<file path="src/include/drop_capture_cfg.svh">
// register map, field positions, reset values and encodings of the drop event capture block
`ifndef DROP_CAPTURE_CFG_SVH
`define DROP_CAPTURE_CFG_SVH

`define DC_ADDR_W 16
`define DC_DATA_W 32

`define DC_MASK_OFS 16'h1C20
`define DC_PEND_OFS 16'h1C21
`define DC_EVT_STAT_OFS 16'h1C22
`define DC_EVT_EN_OFS 16'h1C23
`define DC_LOST_CNT_OFS 16'h1C24

`define DC_MASK_BIT 0
`define DC_MASK_RST 1'h1

`define DC_A_VALID_BIT 0
`define DC_A_PORT_LSB 1
`define DC_A_REASON_LSB 3
`define DC_B_VALID_BIT 7
`define DC_B_PORT_LSB 8
`define DC_B_REASON_LSB 10

`define DC_REASON_W 4
`define DC_PORT_W 2
`define DC_LEN_W 11
`define DC_MIN_ERR_LEN 11'h040

`define DC_PORT_RSVD 2'h3

`define DC_EVT_W 3
`define DC_EVT_CAPTURED 0
`define DC_EVT_LOST 1
`define DC_EVT_BAD_PORT 2
`define DC_EVT_EN_RST 3'h0

`define DC_LOST_W 16
`define DC_LOST_MAX 16'hFFFF

`endif

</file>
<file path="src/include/drop_capture_pkg.sv">
// types shared by the drop event capture block
package drop_capture_pkg;

  typedef enum logic [3:0] {
    REASON_BCAST_LEVEL = 4'h0,
    REASON_RED = 4'h1,
    REASON_NO_BUFFER = 4'h2,
    REASON_NO_DESCRIPTOR = 4'h3,
    REASON_NO_DEST_PORT = 4'h4,
    REASON_RX_ERROR = 4'h5,
    REASON_BUFFER_LEVEL = 4'h6,
    REASON_YELLOW_RANDOM = 4'h9
  } drop_reason_t;

  typedef enum logic [1:0] {
    PORT_EXT_MII = 2'h0,
    PORT_SWITCH_1 = 2'h1,
    PORT_SWITCH_2 = 2'h2
  } src_port_t;

  typedef enum logic [2:0] {
    SLOT_EMPTY = 3'b001,
    SLOT_A_HELD = 3'b010,
    SLOT_BOTH_HELD = 3'b100
  } slot_state_t;

endpackage

</file>
<file path="src/drop_reason_encoder.sv">
// turns the buffer manager drop causes into one drop reason code
`timescale 1ns/100ps
`default_nettype none
`include "drop_capture_cfg.svh"

module drop_reason_encoder (
  input wire logic no_buffer,
  input wire logic no_descriptor,
  input wire logic buffer_level_over,
  input wire logic dest_unknown,
  input wire logic bcast_level_over,
  input wire logic no_dest_port,
  input wire logic rx_error,
  input wire logic [`DC_LEN_W-1:0] frame_len,
  input wire logic red_drop_en,
  input wire logic pkt_red,
  input wire logic yellow_drop_en,
  input wire logic pkt_yellow_picked,
  output logic hit,
  output logic [`DC_REASON_W-1:0] reason
);

  // fixed priority: resource shortage first, then lookup, errors, rate limiting
  always_comb begin
    hit = 1'b1;
    reason = drop_capture_pkg::REASON_NO_BUFFER;
    if (no_buffer) begin
      reason = drop_capture_pkg::REASON_NO_BUFFER;
    end else if (no_descriptor) begin
      reason = drop_capture_pkg::REASON_NO_DESCRIPTOR;
    end else if (buffer_level_over) begin
      reason = drop_capture_pkg::REASON_BUFFER_LEVEL;
    end else if (dest_unknown && bcast_level_over) begin
      reason = drop_capture_pkg::REASON_BCAST_LEVEL;
    end else if (dest_unknown && no_dest_port) begin
      reason = drop_capture_pkg::REASON_NO_DEST_PORT;
    end else if (rx_error && (frame_len > `DC_MIN_ERR_LEN)) begin
      reason = drop_capture_pkg::REASON_RX_ERROR;
    end else if (red_drop_en && pkt_red) begin
      reason = drop_capture_pkg::REASON_RED;
    end else if (yellow_drop_en && pkt_yellow_picked) begin
      reason = drop_capture_pkg::REASON_YELLOW_RANDOM;
    end else begin
      hit = 1'b0;
    end
  end

endmodule
`default_nettype wire

</file>
<file path="src/switch_drop_event_capture.sv">
// drop event capture: two-slot pending status, mask, event status and interrupt
//
// The strobed register port was left to the implementer.
`timescale 1ns/100ps
`default_nettype none
`include "drop_capture_cfg.svh"

module switch_drop_event_capture (
  input wire logic clk,
  input wire logic sys_rst,
  input wire logic [`DC_ADDR_W-1:0] reg_addr,
  input wire logic [`DC_DATA_W-1:0] reg_wdata,
  input wire logic reg_wr,
  input wire logic reg_rd,
  output logic [`DC_DATA_W-1:0] reg_rdata,
  input wire logic drop_strobe,
  input wire logic [`DC_PORT_W-1:0] drop_port,
  input wire logic drop_no_buffer,
  input wire logic drop_no_descriptor,
  input wire logic drop_buffer_level_over,
  input wire logic drop_dest_unknown,
  input wire logic drop_bcast_level_over,
  input wire logic drop_no_dest_port,
  input wire logic drop_rx_error,
  input wire logic [`DC_LEN_W-1:0] drop_frame_len,
  input wire logic rl_red_drop_en,
  input wire logic rl_pkt_red,
  input wire logic rl_yellow_drop_en,
  input wire logic rl_pkt_yellow_picked,
  output logic drop_irq
);

  // ==========================================================
  // register decode
  // ==========================================================
  logic sel_mask;
  logic sel_pend;
  logic sel_evt_stat;
  logic sel_evt_en;
  logic sel_lost;
  logic pend_rd;
  logic lost_rd;
  logic mask_wr;
  logic evt_stat_wr;
  logic evt_en_wr;

  assign sel_mask = (reg_addr == `DC_MASK_OFS);
  assign sel_pend = (reg_addr == `DC_PEND_OFS);
  assign sel_evt_stat = (reg_addr == `DC_EVT_STAT_OFS);
  assign sel_evt_en = (reg_addr == `DC_EVT_EN_OFS);
  assign sel_lost = (reg_addr == `DC_LOST_CNT_OFS);
  assign pend_rd = reg_rd && sel_pend;
  assign lost_rd = reg_rd && sel_lost;
  assign mask_wr = reg_wr && sel_mask;
  assign evt_stat_wr = reg_wr && sel_evt_stat;
  assign evt_en_wr = reg_wr && sel_evt_en;

  // ==========================================================
  // drop cause encoding
  // ==========================================================
  logic enc_hit;
  logic [`DC_REASON_W-1:0] enc_reason;

  drop_reason_encoder u_encoder (
    .no_buffer(drop_no_buffer),
    .no_descriptor(drop_no_descriptor),
    .buffer_level_over(drop_buffer_level_over),
    .dest_unknown(drop_dest_unknown),
    .bcast_level_over(drop_bcast_level_over),
    .no_dest_port(drop_no_dest_port),
    .rx_error(drop_rx_error),
    .frame_len(drop_frame_len),
    .red_drop_en(rl_red_drop_en),
    .pkt_red(rl_pkt_red),
    .yellow_drop_en(rl_yellow_drop_en),
    .pkt_yellow_picked(rl_pkt_yellow_picked),
    .hit(enc_hit),
    .reason(enc_reason)
  );

  // ports 0 (external MII), 1 and 2 are legal; code 3 is reserved
  function automatic logic port_legal(input logic [`DC_PORT_W-1:0] p);
    port_legal = (p != `DC_PORT_RSVD);
  endfunction

  logic drop_evt;
  logic bad_port_evt;

  assign drop_evt = drop_strobe && enc_hit && port_legal(drop_port);
  assign bad_port_evt = drop_strobe && enc_hit && !port_legal(drop_port);

  // ==========================================================
  // capture slots
  // ==========================================================
  drop_capture_pkg::slot_state_t state_r;
  drop_capture_pkg::slot_state_t state_nxt;
  drop_capture_pkg::slot_state_t state_base;
  logic a_valid_r;
  logic a_valid_nxt;
  logic [`DC_REASON_W-1:0] a_reason_r;
  logic [`DC_REASON_W-1:0] a_reason_nxt;
  logic [`DC_PORT_W-1:0] a_port_r;
  logic [`DC_PORT_W-1:0] a_port_nxt;
  logic b_valid_r;
  logic b_valid_nxt;
  logic [`DC_REASON_W-1:0] b_reason_r;
  logic [`DC_REASON_W-1:0] b_reason_nxt;
  logic [`DC_PORT_W-1:0] b_port_r;
  logic [`DC_PORT_W-1:0] b_port_nxt;
  logic captured;
  logic lost;

  // a read clears first, then a drop in the same cycle is caught in slot A
  always_comb begin
    state_base = pend_rd ? drop_capture_pkg::SLOT_EMPTY : state_r;
    state_nxt = state_base;
    a_valid_nxt = pend_rd ? 1'b0 : a_valid_r;
    a_reason_nxt = pend_rd ? '0 : a_reason_r;
    a_port_nxt = pend_rd ? '0 : a_port_r;
    b_valid_nxt = pend_rd ? 1'b0 : b_valid_r;
    b_reason_nxt = pend_rd ? '0 : b_reason_r;
    b_port_nxt = pend_rd ? '0 : b_port_r;
    captured = 1'b0;
    lost = 1'b0;
    if (drop_evt) begin
      unique case (state_base)
        drop_capture_pkg::SLOT_EMPTY: begin
          a_valid_nxt = 1'b1;
          a_reason_nxt = enc_reason;
          a_port_nxt = drop_port;
          state_nxt = drop_capture_pkg::SLOT_A_HELD;
          captured = 1'b1;
        end
        drop_capture_pkg::SLOT_A_HELD: begin
          b_valid_nxt = 1'b1;
          b_reason_nxt = enc_reason;
          b_port_nxt = drop_port;
          state_nxt = drop_capture_pkg::SLOT_BOTH_HELD;
          captured = 1'b1;
        end
        drop_capture_pkg::SLOT_BOTH_HELD: begin
          lost = 1'b1;
        end
        default: begin
          state_nxt = drop_capture_pkg::SLOT_EMPTY;
        end
      endcase
    end
  end

  always_ff @(posedge clk) begin
    if (sys_rst) begin
      state_r <= drop_capture_pkg::SLOT_EMPTY;
    end else begin
      state_r <= state_nxt;
    end
  end

  // status fields update whatever the mask bit holds
  always_ff @(posedge clk) begin
    if (sys_rst) begin
      a_valid_r <= 1'b0;
      a_reason_r <= '0;
      a_port_r <= '0;
    end else begin
      a_valid_r <= a_valid_nxt;
      a_reason_r <= a_reason_nxt;
      a_port_r <= a_port_nxt;
    end
  end

  always_ff @(posedge clk) begin
    if (sys_rst) begin
      b_valid_r <= 1'b0;
      b_reason_r <= '0;
      b_port_r <= '0;
    end else begin
      b_valid_r <= b_valid_nxt;
      b_reason_r <= b_reason_nxt;
      b_port_r <= b_port_nxt;
    end
  end

  // ==========================================================
  // mask register
  // ==========================================================
  logic mask_r;

  always_ff @(posedge clk) begin
    if (sys_rst) begin
      mask_r <= `DC_MASK_RST;
    end else if (mask_wr) begin
      mask_r <= reg_wdata[`DC_MASK_BIT];
    end
  end

  // ==========================================================
  // event status, enable and lost counter
  // ==========================================================
  logic [`DC_EVT_W-1:0] evt_status_r;
  logic [`DC_EVT_W-1:0] evt_enable_r;
  logic [`DC_EVT_W-1:0] evt_set;
  logic [`DC_LOST_W-1:0] lost_cnt_r;

  assign evt_set = {bad_port_evt, lost, captured};

  // write one to clear; a new event in the same cycle wins
  always_ff @(posedge clk) begin
    if (sys_rst) begin
      evt_status_r <= '0;
    end else if (evt_stat_wr) begin
      evt_status_r <= (evt_status_r & ~reg_wdata[`DC_EVT_W-1:0]) | evt_set;
    end else begin
      evt_status_r <= evt_status_r | evt_set;
    end
  end

  always_ff @(posedge clk) begin
    if (sys_rst) begin
      evt_enable_r <= `DC_EVT_EN_RST;
    end else if (evt_en_wr) begin
      evt_enable_r <= reg_wdata[`DC_EVT_W-1:0];
    end
  end

  // saturating count of drops refused while both slots are full
  always_ff @(posedge clk) begin
    if (sys_rst) begin
      lost_cnt_r <= '0;
    end else if (lost_rd) begin
      lost_cnt_r <= lost ? {{(`DC_LOST_W-1){1'b0}}, 1'b1} : '0;
    end else if (lost && (lost_cnt_r != `DC_LOST_MAX)) begin
      lost_cnt_r <= lost_cnt_r + 1'b1;
    end
  end

  // ==========================================================
  // interrupt
  // ==========================================================
  logic irq_r;
  logic pend_irq;
  logic evt_irq;

  assign pend_irq = (a_valid_r || b_valid_r) && !mask_r;
  assign evt_irq = |(evt_status_r & evt_enable_r);

  always_ff @(posedge clk) begin
    if (sys_rst) begin
      irq_r <= 1'b0;
    end else begin
      irq_r <= pend_irq || evt_irq;
    end
  end

  assign drop_irq = irq_r;

  // ==========================================================
  // pending word layout
  // ==========================================================
  // places both slots at their field positions; reserved bits stay zero
  function automatic logic [`DC_DATA_W-1:0] pack_pending(
    input logic av,
    input logic [`DC_PORT_W-1:0] ap,
    input logic [`DC_REASON_W-1:0] ar,
    input logic bv,
    input logic [`DC_PORT_W-1:0] bp,
    input logic [`DC_REASON_W-1:0] br
  );
    logic [`DC_DATA_W-1:0] w;
    w = '0;
    w[`DC_A_VALID_BIT] = av;
    w[`DC_A_PORT_LSB +: `DC_PORT_W] = ap;
    w[`DC_A_REASON_LSB +: `DC_REASON_W] = ar;
    w[`DC_B_VALID_BIT] = bv;
    w[`DC_B_PORT_LSB +: `DC_PORT_W] = bp;
    w[`DC_B_REASON_LSB +: `DC_REASON_W] = br;
    return w;
  endfunction

  // ==========================================================
  // read data
  // ==========================================================
  logic [`DC_DATA_W-1:0] rd_data_r;
  logic [`DC_DATA_W-1:0] rd_mux;

  always_comb begin
    rd_mux = '0;
    if (sel_mask) begin
      rd_mux[`DC_MASK_BIT] = mask_r;
    end else if (sel_pend) begin
      rd_mux = pack_pending(a_valid_r, a_port_r, a_reason_r, b_valid_r, b_port_r, b_reason_r);
    end else if (sel_evt_stat) begin
      rd_mux[`DC_EVT_W-1:0] = evt_status_r;
    end else if (sel_evt_en) begin
      rd_mux[`DC_EVT_W-1:0] = evt_enable_r;
    end else if (sel_lost) begin
      rd_mux[`DC_LOST_W-1:0] = lost_cnt_r;
    end
  end

  // data stand only in the cycle after the read strobe
  always_ff @(posedge clk) begin
    if (sys_rst) begin
      rd_data_r <= '0;
    end else if (reg_rd) begin
      rd_data_r <= rd_mux;
    end else begin
      rd_data_r <= '0;
    end
  end

  assign reg_rdata = rd_data_r;

endmodule
`default_nettype wire

</file>
<file path="config.mk">
export PLATFORM = sky130hd
export DESIGN_NAME = switch_drop_event_capture
export DESIGN_NICKNAME = d
export VERILOG_FILES = /design/src/include/drop_capture_pkg.sv /design/src/drop_reason_encoder.sv /design/src/switch_drop_event_capture.sv
export VERILOG_INCLUDE_DIRS = /design/src /design/src/include
export SDC_FILE = /design/constraint.sdc
export NUM_CORES = 1
export LEC_CHECK = 0
export BUFFER_PORTS_ARGS = -buffer_cell sky130_fd_sc_hd__buf_2
export CAP_MARGIN = 0
export CORE_MARGIN = 2
export CORE_UTILIZATION = 53
export DETAILED_ROUTE_END_ITERATION = 8
export PLACE_DENSITY = 0.85
export REMOVE_ABC_BUFFERS = 1
export SYNTH_ARGS = -nofsm -noshare
export SYNTH_HDL_FRONTEND = slang
export SYNTH_SLANG_ARGS = --single-unit
</file>
<file path="constraint.sdc">
create_clock -name clk -period 3.6 [get_ports clk]
set_input_delay 0.36 -clock clk [delete_from_list [all_inputs] [get_ports clk]]
set_output_delay 0.36 -clock clk [all_outputs]
set_load 0.02 [all_outputs]
</file>
==> summary.md <==
| Metric | Value |
|---|---|
| Status | `complete, no violations` |
| Die Height | `77.8 um` |
| PortBufs | `64` |
| WL/cell | `13.6 um` |
| EDFF count, synth | `0` |
| Die width | `just under 80 um` |
| GP Congestion | `0.839` |
| Final period util | `59.4%` |
| Top FF cell, synth | `dfxtp_1` |
| Setup TNS | `0 ps` |
| Via density per instance | `roughly 5.5` |
| Ant. Diodes | `0` |
| Worst-path clk slew | `around 70 ps` |
| Max Root-Sink Buffers | `2` |
| Post-route ant nets | `0` |
| Layout area overhead | `17.2%` |
| Post-CTS Setup Inserts | `0` |
| CTS Root Cell | `clkbuf_8` |
| Mapped cell area | `around 2900 sq um` |
| Iter 0 DRT Violations | `roughly 130` |
| Library cells used by synthesis | `53` |
| Total CTS buffers | `9` |
| CP startpoint kind | `input pin` |
| Hold Path Class | `in2reg` |
| Total track usage | `a little over a fifth` |
| XOR/XNOR Fraction of Synth Area | `2.12%` |
| Crit path required time | `3880 ps` |
| Synth top area share | `roughly two fifths` |
| Critical setup path kind | `in2reg` |
| Largest family of logic cells by synthesized area | `simple AND/OR/NAND/NOR gates` |
| Final WL | `~6400 um` |
| Count leader, synth | `dfxtp_1` |
| DRT Pass-1 Iters | `4` |
| IO Pins | `110` |
| Slew at the pin closest to its max-slew limit | `just over 800 ps` |
| CP max FO | `14` |
| Vias | `2579` |
| Minimum clock period | `between 2000 and 2500 ps` |
| Vias in the first global route | `roughly 2400` |
| # H-tree levels | `3` |
| Pin count of the biggest net entering global routing | `29` |
| Data arrival, critical path | `2410 ps` |
| Std-Cell Rows | `26` |
| # nets final | `472` |
| Yosys reg bits | `57` |
| Lkg Pwr | `approximately 1.4 nW` |
| RSZ-0062 raised after global routing | `false` |
| PwrDens | `~430 nW/um^2` |
| Initial Util | `between 50 and 60%` |
| Multiplexer share of the synthesized area | `between 4 and 5%` |
| Rel. slew slack | `between 40% and 50%` |
| Fmax | `about 0.47 GHz` |
| Final Setup Violations | `0` |
| CTS resizes | `0` |
| Mapped Cells | `between 300 and 400` |
| Design Area, Final | `between 3000 and 4000 sq um` |
| Peak VDD IR | `478 uV` |
| Complex-gate fraction of the synthesized area | `16.1%` |
| Biggest area consumer among synthesized cells | `dfxtp_1` |
| Synth Area per Inst | `8.73 sq um` |
| Synth top area cells | `dfxtp_1, buf_4, nor2_1, a21oi_1, mux2i_1` |
| DP HPWL | `4740 um` |
| DP Area | `between 3000 and 4000 sq um` |
| Layout Skew | `8.13 ps` |
| Hold Vio Cnt, Final | `0` |
| Register area share after synthesis | `between 30% and 40%` |
| Core Area | `approximately 5200 sq um` |
| Global-route wire length before repair | `~11000 um` |
| GRT overflow | `0` |
| Clock Latency Late Sink | `approximately 350 ps` |
| CTS Sinks | `57` |
| Die area | `6060 sq um` |
| Synth Area in Adders | `less than 1%` |
| Most frequent cells after synthesis | `dfxtp_1, nor2_1, nand2_1, a21oi_1, nand3_1` |
| R2R Setup Slk | `around 1500 ps` |
| Initial antenna violation count | `0` |
| Worst Setup End Kind | `flop` |
| TritonCTS clock tree | `built` |
| Cts hold-fix bufs | `0` |
| Max-cap violations | `0` |
| Async SR Flop Fraction | `0%` |
| DR DRC count | `0` |
| Max Slew Vio Count | `0` |
| Layout cell share with drive strength beyond 1 | `approximately a quarter` |
| Synth warnings | `0` |
| Post-Synth Simple-Gate Area | `28.9%` |
worst max-delay path, stage by stage:
cell and delay [ps]:
buf_2 100, nor4b_2 440, nand4_1 180, nor2_1 470
o211ai_2 350, or2_2 380, a21oi_1 120
placed cells by master, fill, tap and decap left out, types with 3 or more instances in the layout:
cell,instances
nand3b_1,3
buf_2,64
mux2_2,3
or3_1,5
nand2_1,25
and3_1,3
nand3_1,19
a31oi_1,3
a22oi_1,3
nand4_1,11
a22o_1,11
dfxtp_1,57
mux2i_1,10
nand3_4,3
and2_1,5
nor3_1,8
o21ai_0,14
nor4_1,3
nand2b_1,8
a21oi_1,20
o22ai_1,3
inv_1,10
xor2_1,7
clkbuf_8,10
o21bai_1,3
or2_2,4
conb_1,16
nor2_1,32
final timing paths:
path                  from         endpoint  depth (start not counted)
min reg2reg    a_port_r[0]      a_port_r[0]                          2
max reg2reg  lost_cnt_r[6]    lost_cnt_r[6]                          6
max           reg_addr[15]      a_port_r[1]                          7
min           reg_wdata[1]  evt_enable_r[1]                          3
layout make-up:
cell class	count	area [sq um]
clock buffers	10	138
clock inverters	6	90.1
fillers	434	1780
inverters	10	37.5
multi-input cells	251	1570
flip-flops and latches	57	1140
well taps	70	87.6
repair buffers	65	328
power by group:
| part | switching (W) | internal [W] |
|---|---|---|
| Clock | 0.000270 | 0.000410 |
| Combinational | 0.0000708 | 0.0000459 |
| Sequential | 0.00000762 | 0.000640 |
| Total | 0.000348 | 0.00110 |
cell families (layout without fill, tap and decap cells):
logic type      after synthesis  after routing
compound gates               67             67
xor+xnor                      7              7
fa+ha+maj                     1              1
buf+inv                      38             91
flops                        57             57
mux                          13             13
other cells                   1             16
simple gates                147            147
flip-flops by register name, indices dropped and copies added, names as in the netlist:
name and flops:
lost_cnt_r 16, reg_rdata 16, a_reason_r 4, b_reason_r 4
evt_enable_r 3, evt_status_r 3, state_r 3, a_port_r 2
b_port_r 2, a_valid_r 1, b_valid_r 1, drop_irq 1
mask_r 1
per-layer routing:
layer  track usage (%)  vias to the layer above  routed length, um  share of wire, %
met5                 0                        -                  0                 0
met4              7.14                        0                 82               1.3
met3              7.09                       12                320               5.0
met2              37.3                       66               3250                51
met1              25.8                     1216               2740                43
li1                  -                     1285                  -                 -
stage by stage:
step	total power (W)	util [%]	worst slack, ps	hold slack (ps)	cells
2_1_floorplan	0.000727	-	1560	429	318
3_3_place_gp	0.000774	61.1	1190	459	453
3_5_place_dp	0.000778	61.1	1170	466	453
4_1_cts	0.00145	65.5	1510	256	469
5_1_grt	0.00149	65.5	1320	290	469
6_report	0.00144	65.5	1460	263	469
Power figures use the tool's default switching activity.
